### config.mk
export PLATFORM = sky130hd
export DESIGN_NAME = ipf_frontend
export DESIGN_NICKNAME = d
export VERILOG_FILES = /design/src/rtl/ipf_pkg.sv /design/src/rtl/ipf_fifo.sv /design/src/rtl/ipf_frontend.sv
export SDC_FILE = /design/constraint.sdc
export NUM_CORES = 1
export LEC_CHECK = 0
export BUFFER_PORTS_ARGS = -buffer_cell sky130_fd_sc_hd__buf_2
export CELL_PAD_IN_SITES_DETAIL_PLACEMENT = 1
export CELL_PAD_IN_SITES_GLOBAL_PLACEMENT = 2
export CORE_MARGIN = 4
export CORE_UTILIZATION = 39
export CTS_CLUSTER_SIZE = 25
export DETAILED_ROUTE_END_ITERATION = 12
export PLACE_DENSITY_LB_ADDON = 0.1
export SLEW_MARGIN = 20
export SYNTH_ARGS = -nofsm -noshare
export SYNTH_HDL_FRONTEND = slang
export SYNTH_SLANG_ARGS = --single-unit
### constraint.sdc
create_clock -name clock -period 3.6 [get_ports clock]
set_input_delay 0.36 -clock clock [delete_from_list [all_inputs] [get_ports clock]]
set_output_delay 0.36 -clock clock [all_outputs]
set_load 0.01 [all_outputs]
### src/rtl/ipf_pkg.sv
// Functional notes
// - The bus unit fetches instruction words whenever no operand transfer is pending and the raw byte queue has room for a word.
// - Each fetch targets the address right after the bytes already fetched.
// - Fetching stops once the fetch offset passes the code segment limit.
// - A control transfer flushes all queued bytes and restarts fetching at the target.
// - The raw byte queue holds six bytes and hands them to decode in order.
// - Decode moves bytes into a decoded queue three entries deep that drains through a 32-entry output buffer and a register to execute.
// - Execute performs operand transfers only by requests to the bus unit.
// - Address translation turns every logical address into a physical one with a limit check.
// - In compatibility mode physical addresses are 20 bits wide.
// - In protected mode physical addresses are 24 bits wide.
// - Fetch, decode, execute and translation run concurrently.
// - The local bus has a 24-bit address and a separate 16-bit data path.
package ipf_pkg;
   localparam int             ADDR_W     = 24;
   localparam int             DATA_W     = 16;
   localparam int             OFS_W      = 16;
   localparam int             RAW_DEPTH  = 6;
   localparam int             DEC_DEPTH  = 3;
   localparam int             WORD_BYTES = 2;
   localparam logic [23:0]    REAL_MASK  = 24'h0fffff;
   localparam logic [23:0]    PROT_MASK  = 24'hffffff;
   localparam logic [15:0]    OFS_STEP   = 16'h0002;
   localparam logic [23:0]    SEG_SHIFT  = 24'h000004;
   typedef enum logic [1:0] {
      IPF_IDLE,
      IPF_FETCH,
      IPF_DATA
   } ipf_bus_e;
endpackage

### src/rtl/ipf_fifo.sv
`timescale 1ns/1ps
module ipf_fifo #(
   parameter int WIDTH = 16,
   parameter int DEPTH = 32
) (
   // clock and reset
   input  wire logic             clock,
   input  wire logic             arst_n,
   input  wire logic             flush,
   // fill side
   input  wire logic             in_valid,
   output logic                  in_ready,
   input  wire logic [WIDTH-1:0] in_data,
   // drain side
   output logic                  out_valid,
   input  wire logic             out_ready,
   output logic      [WIDTH-1:0] out_data,
   output logic      [$clog2(DEPTH+1)-1:0] count
);
   localparam int AW = $clog2(DEPTH);
   logic [WIDTH-1:0]        mem_q [DEPTH];
   logic [AW-1:0]           wr_q, wr_d, rd_q, rd_d;
   logic [$clog2(DEPTH+1)-1:0] cnt_q, cnt_d;
   logic                    push, pop;

   assign in_ready  = (cnt_q != DEPTH[$clog2(DEPTH+1)-1:0]);
   assign out_valid = (cnt_q != '0);
   assign out_data  = mem_q[rd_q];
   assign count     = cnt_q;
   assign push      = in_valid && in_ready;
   assign pop       = out_valid && out_ready;

   always_comb begin
      wr_d  = wr_q;
      rd_d  = rd_q;
      cnt_d = cnt_q;
      if (flush) begin
         wr_d  = '0;
         rd_d  = '0;
         cnt_d = '0;
      end else begin
         if (push) wr_d = (wr_q == AW'(DEPTH-1)) ? '0 : wr_q + 1'b1;
         if (pop)  rd_d = (rd_q == AW'(DEPTH-1)) ? '0 : rd_q + 1'b1;
         if (push && !pop) cnt_d = cnt_q + 1'b1;
         if (pop && !push) cnt_d = cnt_q - 1'b1;
      end
   end

   always_ff @(posedge clock or negedge arst_n) begin
      if (!arst_n) begin
         wr_q  <= '0;
         rd_q  <= '0;
         cnt_q <= '0;
      end else begin
         wr_q  <= wr_d;
         rd_q  <= rd_d;
         cnt_q <= cnt_d;
      end
   end

   // storage has no reset; only pointers and count matter
   always_ff @(posedge clock) begin
      if (push && !flush) mem_q[wr_q] <= in_data;
   end
endmodule

### src/rtl/ipf_frontend.sv
`timescale 1ns/1ps
module ipf_frontend #(
   parameter int RAW_DEPTH = ipf_pkg::RAW_DEPTH,
   parameter int DEC_DEPTH = ipf_pkg::DEC_DEPTH,
   parameter int OUT_DEPTH = 32
) (
   // clock and reset
   input  wire logic                       clock,
   input  wire logic                       arst_n,
   // mode and code segment
   input  wire logic                       prot_mode,
   input  wire logic [ipf_pkg::ADDR_W-1:0] code_base,
   input  wire logic [ipf_pkg::OFS_W-1:0]  code_limit,
   // control transfer
   input  wire logic                       jump_valid,
   input  wire logic [ipf_pkg::OFS_W-1:0]  jump_ofs,
   // operand requests from execute
   input  wire logic                       op_req,
   input  wire logic                       op_write,
   input  wire logic [ipf_pkg::ADDR_W-1:0] op_seg_base,
   input  wire logic [ipf_pkg::OFS_W-1:0]  op_ofs,
   input  wire logic [ipf_pkg::OFS_W-1:0]  op_limit,
   input  wire logic [ipf_pkg::DATA_W-1:0] op_wdata,
   output logic                            op_done,
   output logic                            op_fault,
   output logic [ipf_pkg::DATA_W-1:0]      op_rdata,
   // local bus
   output logic                            bus_req,
   output logic                            bus_write,
   output logic                            bus_code,
   output logic [ipf_pkg::ADDR_W-1:0]      bus_addr,
   output logic [ipf_pkg::DATA_W-1:0]      bus_wdata,
   input  wire logic                       bus_ready,
   input  wire logic [ipf_pkg::DATA_W-1:0] bus_rdata,
   // decoded instructions to execute
   output logic                            ins_valid,
   input  wire logic                       ins_ready,
   output logic [ipf_pkg::DATA_W-1:0]      ins_data
);
   // ----------------------------------------------------------------
   // bus unit
   // ----------------------------------------------------------------
   ipf_pkg::ipf_bus_e             st_q, st_d;
   logic [ipf_pkg::OFS_W-1:0]     pc_q, pc_d;
   logic [ipf_pkg::ADDR_W-1:0]    addr_q, addr_d;
   logic                          req_q, req_d, wr_q, wr_d, code_q, code_d;
   logic [ipf_pkg::DATA_W-1:0]    wd_q, wd_d, rd_q, rd_d;
   logic                          done_q, done_d, fault_q, fault_d;
   logic [7:0]                    raw_q [RAW_DEPTH];
   logic [7:0]                    raw_d [RAW_DEPTH];
   logic [2:0]                    rcnt_q, rcnt_d;
   logic                          stale_q, stale_d;
   logic [ipf_pkg::ADDR_W-1:0]    mask, op_phys, code_phys;
   logic                          room, in_limit, take_byte;
   logic                          dec_ready, dec_valid, dec_valid_full;
   logic [ipf_pkg::DATA_W-1:0]    dec_word;
   logic                          dec_hi_q, dec_hi_d;
   logic [7:0]                    dec_lo_q, dec_lo_d;

   assign mask      = prot_mode ? ipf_pkg::PROT_MASK : ipf_pkg::REAL_MASK;
   assign op_phys   = (op_seg_base + {8'h00, op_ofs}) & mask;
   assign code_phys = (code_base + {8'h00, pc_q}) & mask;
   assign in_limit  = (pc_q <= code_limit);
   assign room      = (int'(rcnt_q) + ipf_pkg::WORD_BYTES) <= RAW_DEPTH;
   assign take_byte = (rcnt_q != '0) && !dec_valid_full;

   always_comb begin
      st_d    = st_q;
      pc_d    = pc_q;
      addr_d  = addr_q;
      req_d   = req_q;
      wr_d    = wr_q;
      code_d  = code_q;
      wd_d    = wd_q;
      rd_d    = rd_q;
      done_d  = 1'b0;
      fault_d = 1'b0;
      rcnt_d  = rcnt_q;
      raw_d   = raw_q;
      stale_d = stale_q;
      dec_hi_d = dec_hi_q;
      dec_lo_d = dec_lo_q;
      dec_valid = 1'b0;
      dec_word  = {dec_lo_q, raw_q[0]};
      // decode pairs bytes concurrently with fetch
      if (take_byte) begin
         for (int i = 0; i < RAW_DEPTH - 1; i++) raw_d[i] = raw_q[i+1];
         rcnt_d = rcnt_q - 3'd1;
         if (dec_hi_q) begin
            dec_valid = 1'b1;
            dec_hi_d  = 1'b0;
         end else begin
            dec_lo_d = raw_q[0];
            dec_hi_d = 1'b1;
         end
      end
      case (st_q)
         ipf_pkg::IPF_IDLE: begin
            if (op_req && !done_q) begin
               if ({8'h00, op_ofs} > {8'h00, op_limit}) begin
                  fault_d = 1'b1;
                  done_d  = 1'b1;
               end else begin
                  st_d   = ipf_pkg::IPF_DATA;
                  req_d  = 1'b1;
                  wr_d   = op_write;
                  code_d = 1'b0;
                  addr_d = op_phys;
                  wd_d   = op_wdata;
               end
            end else if (in_limit && room && !jump_valid) begin
               st_d    = ipf_pkg::IPF_FETCH;
               req_d   = 1'b1;
               wr_d    = 1'b0;
               code_d  = 1'b1;
               addr_d  = code_phys;
               stale_d = 1'b0;
            end
         end
         ipf_pkg::IPF_FETCH: begin
            if (bus_ready) begin
               st_d  = ipf_pkg::IPF_IDLE;
               req_d = 1'b0;
               if (!stale_q && !jump_valid) begin
                  raw_d[rcnt_d]      = bus_rdata[7:0];
                  raw_d[rcnt_d+3'd1] = bus_rdata[15:8];
                  rcnt_d = rcnt_d + 3'd2;
                  pc_d   = pc_q + ipf_pkg::OFS_STEP;
               end
            end
         end
         ipf_pkg::IPF_DATA: begin
            if (bus_ready) begin
               st_d   = ipf_pkg::IPF_IDLE;
               req_d  = 1'b0;
               rd_d   = bus_rdata;
               done_d = 1'b1;
            end
         end
         default: st_d = ipf_pkg::IPF_IDLE;
      endcase
      if (jump_valid) begin
         pc_d     = jump_ofs;
         rcnt_d   = '0;
         dec_hi_d = 1'b0;
         if (st_q == ipf_pkg::IPF_FETCH && !bus_ready) stale_d = 1'b1;
      end
   end

   always_ff @(posedge clock or negedge arst_n) begin
      if (!arst_n) begin
         st_q     <= ipf_pkg::IPF_IDLE;
         pc_q     <= '0;
         addr_q   <= '0;
         req_q    <= 1'b0;
         wr_q     <= 1'b0;
         code_q   <= 1'b0;
         wd_q     <= '0;
         rd_q     <= '0;
         done_q   <= 1'b0;
         fault_q  <= 1'b0;
         rcnt_q   <= '0;
         stale_q  <= 1'b0;
         dec_hi_q <= 1'b0;
         dec_lo_q <= '0;
         for (int i = 0; i < RAW_DEPTH; i++) raw_q[i] <= '0;
      end else begin
         st_q     <= st_d;
         pc_q     <= pc_d;
         addr_q   <= addr_d;
         req_q    <= req_d;
         wr_q     <= wr_d;
         code_q   <= code_d;
         wd_q     <= wd_d;
         rd_q     <= rd_d;
         done_q   <= done_d;
         fault_q  <= fault_d;
         rcnt_q   <= rcnt_d;
         stale_q  <= stale_d;
         dec_hi_q <= dec_hi_d;
         dec_lo_q <= dec_lo_d;
         raw_q    <= raw_d;
      end
   end

   assign bus_req   = req_q;
   assign bus_write = wr_q;
   assign bus_code  = code_q;
   // upper lines zero in compatibility mode
   assign bus_addr  = addr_q;
   assign bus_wdata = wd_q;
   assign op_done   = done_q;
   assign op_fault  = fault_q;
   assign op_rdata  = rd_q;

   // ----------------------------------------------------------------
   // decoded queue and output buffer
   // ----------------------------------------------------------------
   logic       dq_valid, dq_ready, ob_valid;
   logic [ipf_pkg::DATA_W-1:0] dq_data, ob_data;
   logic [$clog2(DEC_DEPTH+1)-1:0] dq_cnt;
   logic       ins_valid_q, ins_valid_d;
   logic [ipf_pkg::DATA_W-1:0] ins_data_q, ins_data_d;
   logic       ob_ready;

   assign dec_valid_full = dec_hi_q && !dec_ready;

   ipf_fifo #(.WIDTH(ipf_pkg::DATA_W), .DEPTH(DEC_DEPTH)) u_decq (
      .clock     (clock),
      .arst_n    (arst_n),
      .flush     (jump_valid),
      .in_valid  (dec_valid),
      .in_ready  (dec_ready),
      .in_data   (dec_word),
      .out_valid (dq_valid),
      .out_ready (dq_ready),
      .out_data  (dq_data),
      .count     (dq_cnt)
   );

   // output buffer, back-pressure reaches decode
   ipf_fifo #(.WIDTH(ipf_pkg::DATA_W), .DEPTH(OUT_DEPTH)) u_outq (
      .clock     (clock),
      .arst_n    (arst_n),
      .flush     (jump_valid),
      .in_valid  (dq_valid),
      .in_ready  (dq_ready),
      .in_data   (dq_data),
      .out_valid (ob_valid),
      .out_ready (ob_ready),
      .out_data  (ob_data),
      .count     ()
   );

   assign ob_ready = !ins_valid_q || ins_ready;

   always_comb begin
      ins_valid_d = ins_valid_q;
      ins_data_d  = ins_data_q;
      if (jump_valid) begin
         ins_valid_d = 1'b0;
      end else if (ob_ready) begin
         ins_valid_d = ob_valid;
         ins_data_d  = ob_data;
      end
   end

   always_ff @(posedge clock or negedge arst_n) begin
      if (!arst_n) begin
         ins_valid_q <= 1'b0;
         ins_data_q  <= '0;
      end else begin
         ins_valid_q <= ins_valid_d;
         ins_data_q  <= ins_data_d;
      end
   end

   assign ins_valid = ins_valid_q;
   assign ins_data  = ins_data_q;

   // ----------------------------------------------------------------
   // checks
   // ----------------------------------------------------------------
   chk_raw_bound: assert property (@(posedge clock) disable iff (!arst_n) rcnt_q <= RAW_DEPTH)
      else $error("raw queue overfilled");
   chk_dec_bound: assert property (@(posedge clock) disable iff (!arst_n) dq_cnt <= DEC_DEPTH)
      else $error("decoded queue overfilled");
   chk_real_width: assert property (@(posedge clock) disable iff (!arst_n)
      (req_q && !prot_mode && $rose(req_q)) |-> addr_q[23:20] == 4'h0) else $error("upper lines set in real mode");
   chk_limit_stop: assert property (@(posedge clock) disable iff (!arst_n)
      (st_q == ipf_pkg::IPF_IDLE && !in_limit) |=> st_q != ipf_pkg::IPF_FETCH) else $error("fetch past limit");
   chk_op_first: assert property (@(posedge clock) disable iff (!arst_n)
      (st_q == ipf_pkg::IPF_IDLE && op_req && !done_q && op_ofs <= op_limit) |=> st_q == ipf_pkg::IPF_DATA)
      else $error("prefetch beat operand");
   chk_flush_empty: assert property (@(posedge clock) disable iff (!arst_n) jump_valid |=> rcnt_q == 3'd0)
      else $error("queue not flushed");
   chk_seq_fetch: assert property (@(posedge clock) disable iff (!arst_n)
      (st_q == ipf_pkg::IPF_FETCH && bus_ready && !stale_q && !jump_valid) |=> pc_q == $past(pc_q) + ipf_pkg::OFS_STEP)
      else $error("fetch not sequential");
   chk_room_stall: assert property (@(posedge clock) disable iff (!arst_n)
      (st_q == ipf_pkg::IPF_IDLE && !room) |=> st_q != ipf_pkg::IPF_FETCH) else $error("fetch without room");
endmodule

==> results.yml, run 1 <==
critical_path:
  critPathKind: "reg2reg"
  worst-path-max-fanout: 5
  arrival_ns: 3.66
  rrSetupSlack_ns: 0.41
  cp_num_cells: 13
  r2r_start: "u_outq.count[0]$_DFFE_PN0P_"
  cp_slowest_stage_delay_ns: 0.56
  path_buf_inv: 1
  cp_top_family: "simple AND/OR/NAND/NOR gates"
  worstSetupStartpointType: "flop"
  ff2ff_path_depth: 13
  path_cells: "or4_1, nor3_1, nand2b_1, nand2b_1, inv_1, ha_1, a21o_1, a21oi_1, o21bai_1, a21oi_1, mux2i_1, xnor2_1, nor2_1"
  worstReg2RegEnd: "u_outq.count[5]$_DFFE_PN0P_"
  crit_slowest_cell: "or4_1"
  crit_required_ns: 4.08
  endpoint: "u_outq.count[5]$_DFFE_PN0P_"
  worstSetupEndpointType: "flop"
  crit_start: "u_outq.count[0]$_DFFE_PN0P_"
cts:
  cts_resized: 0
  cts-root-buf: "clkbuf_16"
  htree_levels: 3
  cts_sinks: 739
  clkTransAtPathRegs_ns: 0.05
  cts_tree: "built"
  clockBufferDepth: 3
  insertion_delay_ns: 0.65
  cts_buffers: 84
place:
  placed_cells: 3689
  gp_congestion: 0.833
  hpwlAfterDp_um: 61300
  dpl-instance-area_um2: 36000
  port_buffers: 229
worst_hold_path:
  hold_path.class: "in2reg"
  hold_path_depth: 3
timing:
  slew_viol_final: 0
  skew_ns: 0.0523
  tightestPinTransition_ns: 1.01
  finalCritPeriodShare_pct: 88.5
  hold_viol: 0
  maxSlewHeadroom_pct: 32.6
  rsz0062_at_grt: "no"
  min_period_ns: 3.19
  fmax_mhz: 314
  setup_tns_ns: 0
  finalSetupViolations: 0
power:
  peakVddDrop_mv: 0.506
  p_leak_nw: 14.5
  p_per_area_nw_per_um2: 722
finish:
  final_util_pct: 46.7
  ff_latch_area_um2: 21300
  multi_input_area_um2: 11000
  fillCellCount: 8488
  area_growth_pct: 18.6
  layout.nets: 2916
  final_cell_mix: "560 x edfxtp_1, 236 x nand2_1, 228 x buf_2"
  final_common_cell: "edfxtp_1"
  drive_gt1_share_pct: 21.3
  layoutNonFillerInstCount: 3887
  design_area_um2: 39100
yosys:
  synthCells: 2347
  synth_area_um2: 33000
  ys_seq_area_share_pct: 64.6
  yosysUniqueCellTypes: 78
  synth-seq-cells: 739
  synth_area_per_cell_um2: 14.0
  synth_edf_count: 560
  synth_flop_cell: "edfxtp_1"
  async_reset_ff_share_pct: 24.2
  ys_warn_count: 0
  synth_nets: 2590
route:
  wl_per_cell_um: 23.3
  via_per_inst: 5.46
  antenna_left: 0
  drcViolationCount: 0
  first_pass_iters: 5
  wl_um: 90500
  vias: 21200
  drtIter0Drc: 1283
global_route:
  grt_max_degree: 79
  antenna_found_initial: 12
  grt_overflow_total: 0
  grt_pass1_vias: 23200
  grt_pass1_wl_um: 139000
  grt.total_usage_pct: 20.1
die:
  num_io_pins: 230
  start_util_pct: 39.4
  dieArea_um2: 89200
  core_area_um2: 83700
  row_count: 106
  die-height_um: 299
  fp.dieW_um: 299
status:
  outcome: "finished clean"
run:
  max_cap_viol_count: 0
## worst reg2reg max path: cells and delay by family (launching register included)
kind / cells / cell delay, ns
buffers and inverters: 1 / 0.12
AOI/OAI and AO/OA: 4 / 0.67
DFF: 1 / 0.43
xor gates and xnor gates: 1 / 0.15
muxes: 1 / 0.26
and+or+nand+nor: 5 / 1.13
adders and majority gates: 1 / 0.32
## what timing repair did
action / in CTS / in global routing
setup buffers: 0 / 0
endpoints found under the hold margin: 106 / 0
setup endpoints to repair: 0 / 0
hold buffers: 32 / 0
## Yosys cell counts, types with 6 or more instances
cell       count  area, um2
a211oi_1      32        240
a21o_1        18        135
a21oi_1      100        500
a22oi_1       27        203
a31oi_1       13       81.3
a32oi_1       25        219
and3_1        19        119
buf_1         12       45.0
buf_2         26        130
clkbuf_1      75        282
dfrtp_1      179       4480
edfxtp_1     560      16800
ha_1          88       1100
inv_1         66        248
mux2_2        24        270
mux2i_1      179       1790
mux4_2        64       1440
nand2_1      237        890
nand2b_1      17        106
nand3_1       43        215
nand3b_1       6       45.0
nand4_1       12       75.1
nor2_1        86        323
nor2b_1        9       56.3
nor3_1        23        115
o211ai_1       9       67.6
o21a_1        11       82.6
o21ai_0       62        310
o21ai_1       29        145
o221ai_1      65        569
o22ai_1       73        457
o2bb2ai_1     10       87.6
o31ai_1        6       45.0
or3_1         10       62.6
xnor2_1       22        193
xor2_1        18        158
## flip-flops by register name (all words and copies together) (netlist names), 6 cells and up, named ones only
signal and count:
bus_wdata 16, u_decq.mem_q 48, u_outq.mem_q 512, pc_q 16, ins_data 16, bus_addr 24
u_outq.count 6, dec_word 8, op_rdata 16, dec_lo_q 8, raw_q 32
## stage by stage
stage               hold WS (ns)  worst slack, ns  power, mW
floorplan                 0.0644            0.262       17.0
CTS                       0.0113            0.375       28.6
global placement           0.454            0.423       19.8
global route              0.0543            0.129       29.8
detailed placement         0.464            0.380       20.1
finish                    0.0602            0.413       28.2
## cell families after synthesis
logic type | synth area share, %
flops | 64.6
buf+inv | 2.19
mux | 10.9
xor+xnor | 1.20
simple gates | 6.96
fa+ha+maj | 3.52
compound gates | 10.6
## worst min-delay path by stage
stage	start	end	slack, ns
floorplan	arst_n	async pin	0.06
global placement	bus_wdata[13]$_DFFE_PN0P_	bus_wdata[13]$_DFFE_PN0P_	0.45
detailed placement	arst_n	async pin	0.46
CTS	jump_ofs[14]	pc_q[14]$_DFFE_PN0P_	0.01
global route	jump_ofs[15]	pc_q[15]$_DFFE_PN0P_	0.05
finish	jump_ofs[15]	pc_q[15]$_DFFE_PN0P_	0.06
## final cells by class
class,instances,area share [%]
Inverter,68,0.653
Multi-Input combinational cell,1426,28.2
Clock inverter,41,1.04
Antenna cell,11,0.0704
Timing Repair Buffer,354,5.88
Sequential cell,739,54.5
Clock buffer,114,6.03
Tap cell,1134,3.63
## metal layers
layer	up-vias	share of wire [%]	track usage, %
li1	9810	-	-
met4	2	2.9	6.88
met1	10900	43	25.9
met5	-	0.014	0
met2	382	51	35.2
met3	139	3.3	2.63
## power breakdown
part,internal [mW],switching [mW]
Clock,4.91,3.49
Combinational,3.49,5.06
Sequential,10.6,0.642
No activity file was read; power rests on OpenSTA's default activity.
==> run 2: changes to the inputs <==
--- a/config.mk
+++ b/config.mk
@@ -9,7 +9,7 @@
 export CELL_PAD_IN_SITES_DETAIL_PLACEMENT = 1
 export CELL_PAD_IN_SITES_GLOBAL_PLACEMENT = 2
 export CORE_MARGIN = 4
-export CORE_UTILIZATION = 39
+export CORE_UTILIZATION = 43
 export CTS_CLUSTER_SIZE = 25
 export DETAILED_ROUTE_END_ITERATION = 12
 export PLACE_DENSITY_LB_ADDON = 0.1
==> run 2 against run 1 <==
Net effect:
- flip-flop and latch count unchanged
- sequential share of layout area increased by 0.60 points
- non-clock buffer count decreased by 1
- hold slack improved by 0.070 ns
- combinational power about the same
- clock power decreased by 5.2%
- first-iteration DRC count increased by 13%
- wire length decreased by 0.59%
- die area decreased by 9.1%
- maximum frequency decreased by 1.4%
- register-to-register slack got worse by 0.05 ns
- critical path type unchanged
==> results.yml, run 2 (synthesis results as in run 1) <==
status:
  outcome: "finished clean"
place:
  hpwlAfterDp_um: 60500
  placed_cells: 3582
  dp_slack_ns: 0.355
  gp_congestion: 0.849
  port_buffers: 229
power:
  p_seq_share_pct: 40.5
  peakVddDrop_mv: 0.438
  power.net_switching_mw: 9.04
  p_leak_nw: 14.4
  power.internal_mw: 18.7
  p_total_mw: 27.7
  pwr-share-clk_pct: 28.7
  p_per_area_nw_per_um2: 716
  swShare_pct: 32.6
  comb_power_share_pct: 30.8
global_route:
  antenna_found_initial: 7
  grt_pass1_vias: 23300
  grt_max_degree: 75
  grt.total_usage_pct: 22.1
  grt_overflow_total: 0
  grt_pass1_wl_um: 140000
timing:
  min_period_ns: 3.23
  slew_viol_final: 0
  tightestPinTransition_ns: 0.988
  hold_viol: 0
  rsz0062_at_grt: "no"
  skew_ns: 0.0229
  setup_tns_ns: 0
  finalCritPeriodShare_pct: 89.8
  fmax_mhz: 309
  setup_slack_ns: 0.367
  maxSlewHeadroom_pct: 33.9
  finalSetupViolations: 0
critical_path:
  cp_slowest_stage_delay_ns: 0.57
  path_cells: "or4_1, nor3_1, nand2b_1, nand2b_1, inv_1, ha_1, a21o_1, a21oi_1, o21bai_1, a21oi_1, mux2i_1, xnor2_1, nor2_1"
  worstSetupEndpointType: "flop"
  cp_top_family: "simple AND/OR/NAND/NOR gates"
  crit_slowest_cell: "or4_1"
  arrival_ns: 3.70
  crit_required_ns: 4.06
  path_buf_inv: 1
  worstSetupStartpointType: "flop"
  critPathKind: "reg2reg"
  worst-path-max-fanout: 5
route:
  vias: 21300
  wl_per_cell_um: 23.9
  drcViolationCount: 0
  wl_um: 89900
  antenna_left: 0
  first_pass_iters: 5
  drtIter0Drc: 1453
  via_per_inst: 5.66
cts:
  cts_resized: 0
  cts_sinks: 739
  clkTransAtPathRegs_ns: 0.06
  htree_levels: 3
  insertion_delay_ns: 0.62
  cts_buffers: 81
  cts_hold_buf: 34
  cts-root-buf: "clkbuf_16"
  cts_setup_buffers: 0
  cts_tree: "built"
  clockBufferDepth: 3
finish:
  ff_latch_area_um2: 21300
  multi_input_area_um2: 11100
  fillCellCount: 7544
  largest_register: "u_outq.mem_q"
  final_common_cell: "edfxtp_1"
  layout.nets: 2912
  final_cell_mix: "560 x edfxtp_1, 236 x nand2_1, 228 x buf_2"
  layoutNonFillerInstCount: 3766
  drive_gt1_share_pct: 20.6
  final_util_pct: 50.9
  reg_top3: "u_outq.mem_q: 512 flops, u_decq.mem_q: 48 flops, raw_q: 32 flops"
  largest_register_ffs: 512
  area_growth_pct: 17.3
die:
  die-height_um: 285
  num_io_pins: 230
  dieArea_um2: 81200
  fp.dieW_um: 285
  start_util_pct: 43.4
  core_area_um2: 75900
  row_count: 101
run:
  max_cap_viol_count: 0
worst_hold_path:
  hold_path.class: "in2reg"
-- run 2: cell count changes in the layout (fill, tap and decap cells not counted), moves of 3 or more --
cell	delta
clkbuf_1	+7
clkinv_1	+3
clkbuf_16	-3
clkinv_2	-5
buf_12	-5
diode_2	-8
clkbuf_8	-7
-- run 2: metrics by stage --
step / instance area, um2 / hold WS (ns)
CTS: 38700 / 0.0902
global placement: 35800 / 0.413
finish: 38700 / 0.130
detailed placement: 35800 / 0.420
global route: 38700 / 0.104
floorplan: 33000 / 0.0644
-- run 2: layout make-up --
class | count | area share (%)
Inverter | 68 | 0.660
Multi-Input combinational cell | 1426 | 28.6
Sequential cell | 739 | 55.1
Antenna cell | 3 | 0.0194
Timing Repair Buffer | 353 | 5.77
Tap cell | 1030 | 3.33
Clock buffer | 111 | 5.72
Clock inverter | 36 | 0.854
-- run 2: power groups by stage --
| stage | combinational [mW] | clock (mW) | sequential [mW] |
|---|---|---|---|
| floorplan | 5.63 | 0 | 11.4 |
| global placement | 8.32 | 0 | 11.4 |
| detailed placement | 8.59 | 0 | 11.4 |
| CTS | 8.64 | 8.17 | 11.2 |
| global route | 9.40 | 8.55 | 11.3 |
| finish | 8.52 | 7.96 | 11.2 |
-- run 2: worst paths after layout --
path / start / to / slack (ns) / cells after the start
worst max register to register: u_outq.count[0]$_DFFE_PN0P_ / u_outq.count[5]$_DFFE_PN0P_ / 0.37 / 13
worst max-delay path: u_outq.count[0]$_DFFE_PN0P_ / u_outq.count[5]$_DFFE_PN0P_ / 0.37 / 13
min in group asynchronous: arst_n / op_rdata[5]$_DFFE_PN0P_ / 0.31 / 2
worst min register to register: bus_wdata[1]$_DFFE_PN0P_ / bus_wdata[1]$_DFFE_PN0P_ / 0.47 / 2
max in group asynchronous: arst_n / op_rdata[13]$_DFFE_PN0P_ / 2.30 / 3
worst min-delay path: bus_rdata[14] / op_rdata[14]$_DFFE_PN0P_ / 0.13 / 2
-- run 2: layer usage --
layer / global-route usage [%] / part of all wire, % / vias up
met5: 0 / 0.060 / -
met3: 3.43 / 4.2 / 129
li1: - / - / 9783
met1: 29.5 / 43 / 10900
met2: 38.5 / 51 / 483
met4: 5.12 / 2.1 / 6
==> run 3: changes to the inputs <==
--- a/config.mk
+++ b/config.mk
@@ -13,6 +13,7 @@
 export CTS_CLUSTER_SIZE = 25
 export DETAILED_ROUTE_END_ITERATION = 12
 export PLACE_DENSITY_LB_ADDON = 0.1
+export REMOVE_ABC_BUFFERS = 1
 export SLEW_MARGIN = 20
 export SYNTH_ARGS = -nofsm -noshare
 export SYNTH_HDL_FRONTEND = slang
==> run 3 against run 2 <==
Net effect:
- hold slack worse by 0.079 ns
- via count is 0.14% lower
- non-clock buffer count is 2 higher
- global-route usage is 0.23 points higher
- cell area is 0.42% higher
- die area stayed put
- cell count is 0.19% higher
- clock-buffer cell count is 14 lower
- flip-flop and latch count stayed put
- setup slack worse by 0.023 ns
- clock skew is 0.011 ns higher
- critical endpoint unchanged
- largest power group unchanged
==> results.yml, run 3 (synthesis results as in run 1) <==
status:
  outcome: "finished clean"
route:
  drcViolationCount: 0
  wl_per_cell_um: 24.2
  via_per_inst: 5.64
  wl_um: 91200
  antenna_left: 0
  drtIter0Drc: 1419
  vias: 21300
  first_pass_iters: 5
finish:
  design_area_um2: 38800
  drive_gt1_share_pct: 21.2
  largest_register_ffs: 512
  reg_top3: "u_outq.mem_q: 512 flops, u_decq.mem_q: 48 flops, raw_q: 32 flops"
  area_growth_pct: 17.8
  layout.nets: 2914
  largest_register: "u_outq.mem_q"
  final_util_pct: 51.1
  final_common_cell: "edfxtp_1"
  layoutNonFillerInstCount: 3773
  final_cell_mix: "560 x edfxtp_1, 236 x nand2_1, 228 x buf_2"
  fillCellCount: 7554
critical_path:
  r2r_start: "u_outq.count[0]$_DFFE_PN0P_"
  worst-path-max-fanout: 5
  rrSetupSlack_ns: 0.34
  worstSetupStartpointType: "flop"
  crit_required_ns: 4.10
  ff2ff_path_depth: 13
  worstReg2RegEnd: "u_outq.count[5]$_DFFE_PN0P_"
  critPathKind: "reg2reg"
  arrival_ns: 3.75
  crit_start: "u_outq.count[0]$_DFFE_PN0P_"
  worstSetupEndpointType: "flop"
global_route:
  antenna_found_initial: 6
  grt_pass1_vias: 23200
  grt.total_usage_pct: 22.4
  grt_overflow_total: 0
  grt_max_degree: 103
  grt_pass1_wl_um: 141000
timing:
  slew_viol_final: 0
  min_period_ns: 3.26
  setup_tns_ns: 0
  setup_slack_ns: 0.344
  rsz0062_at_grt: "no"
  hold_ws_ns: 0.0516
  finalSetupViolations: 0
  skew_ns: 0.0339
  maxSlewHeadroom_pct: 33.1
  fmax_mhz: 307
  hold_viol: 0
  finalCritPeriodShare_pct: 90.4
  tightestPinTransition_ns: 1.00
worst_hold_path:
  hold_path_depth: 3
  hold_path.class: "in2reg"
  holdPathEnd: "pc_q[12]$_DFFE_PN0P_"
  holdCritStartpoint: "jump_ofs[12]"
die:
  start_util_pct: 43.4
  row_count: 101
  core_area_um2: 75900
  fp.dieW_um: 285
  num_io_pins: 230
  die-height_um: 285
  dieArea_um2: 81200
power:
  p_total_mw: 28.4
  p_per_area_nw_per_um2: 732
  p_leak_nw: 14.4
  peakVddDrop_mv: 0.386
place:
  gp_congestion: 0.854
  hpwlAfterDp_um: 60600
  port_buffers: 229
  dpl-instance-area_um2: 35800
  placed_cells: 3585
  dp_slack_ns: 0.325
cts:
  insertion_delay_ns: 0.64
  cts_resized: 0
  clkTransAtPathRegs_ns: 0.06
  cts_hold_buf: 33
  cts-root-buf: "clkbuf_16"
  cts_buffers: 81
  cts_tree: "built"
  cts_setup_buffers: 0
  cts_sinks: 739
  htree_levels: 3
  clockBufferDepth: 3
run:
  max_cap_viol_count: 0
[run 3: cell types whose count changed in the layout (fill, tap and decap cells not counted), moves of 2 or more]
| cell | delta |
|---|---|
| clkinv_4 | +2 |
| o21ai_4 | -2 |
| clkinvlp_4 | +4 |
| buf_12 | +3 |
| bufinv_16 | +3 |
| clkbuf_8 | -3 |
| clkbuf_1 | -10 |
| o21ai_2 | +2 |
| clkinv_2 | +5 |
| clkinv_1 | -2 |
| inv_6 | +5 |
[run 3: where the power goes]
part / switching [mW] / internal (mW) / total [mW]
registers: 0.553 / 10.6 / 11.2
clock network: 3.51 / 4.75 / 8.26
logic: 5.50 / 3.49 / 8.99
[run 3: final cells by class]
| class | count | area (um2) | share of cell area (%) |
|---|---|---|---|
| Tap cell | 1030 | 1290 | 3.32 |
| Timing Repair Buffer | 355 | 2280 | 5.88 |
| Inverter | 68 | 255 | 0.657 |
| Clock buffer | 97 | 2110 | 5.42 |
| Antenna cell | 4 | 10.0 | 0.0258 |
| Multi-Input combinational cell | 1426 | 11000 | 28.4 |
| Sequential cell | 739 | 21300 | 54.8 |
| Clock inverter | 54 | 559 | 1.44 |
[run 3: per-layer routing]
metal  GRT usage, %  wire length [um]  vias up
met5              0                27        -
met4           7.05              2480        4
met3           3.30              3780      140
met2           38.0             45300      447
met1           29.9             39600    10900
li1               -                 -     9801
[run 3: worst max-delay path: stages, from the launching register on]
cell and delay, ns:
dfrtp_1 0.43, or4_1 0.58, nor3_1 0.20, nand2b_1 0.17
nand2b_1 0.17, inv_1 0.14, ha_1 0.31, a21o_1 0.16
a21oi_1 0.25, o21bai_1 0.10, a21oi_1 0.19, mux2i_1 0.24
xnor2_1 0.15, nor2_1 0.06
[run 3: worst max-delay path by stage]
stage	slack, ns	cells after the start	endpoint
6_report	0.34	13	u_outq.count[5]$_DFFE_PN0P_
2_1_floorplan	-4.54	6	u_outq.rd_q[3]$_DFFE_PN0P_
3_3_place_gp	0.49	13	u_outq.count[5]$_DFFE_PN0P_
3_5_place_dp	0.32	13	u_outq.count[5]$_DFFE_PN0P_
4_1_cts	0.33	13	u_outq.count[5]$_DFFE_PN0P_
5_1_grt	0.09	13	u_outq.count[5]$_DFFE_PN0P_
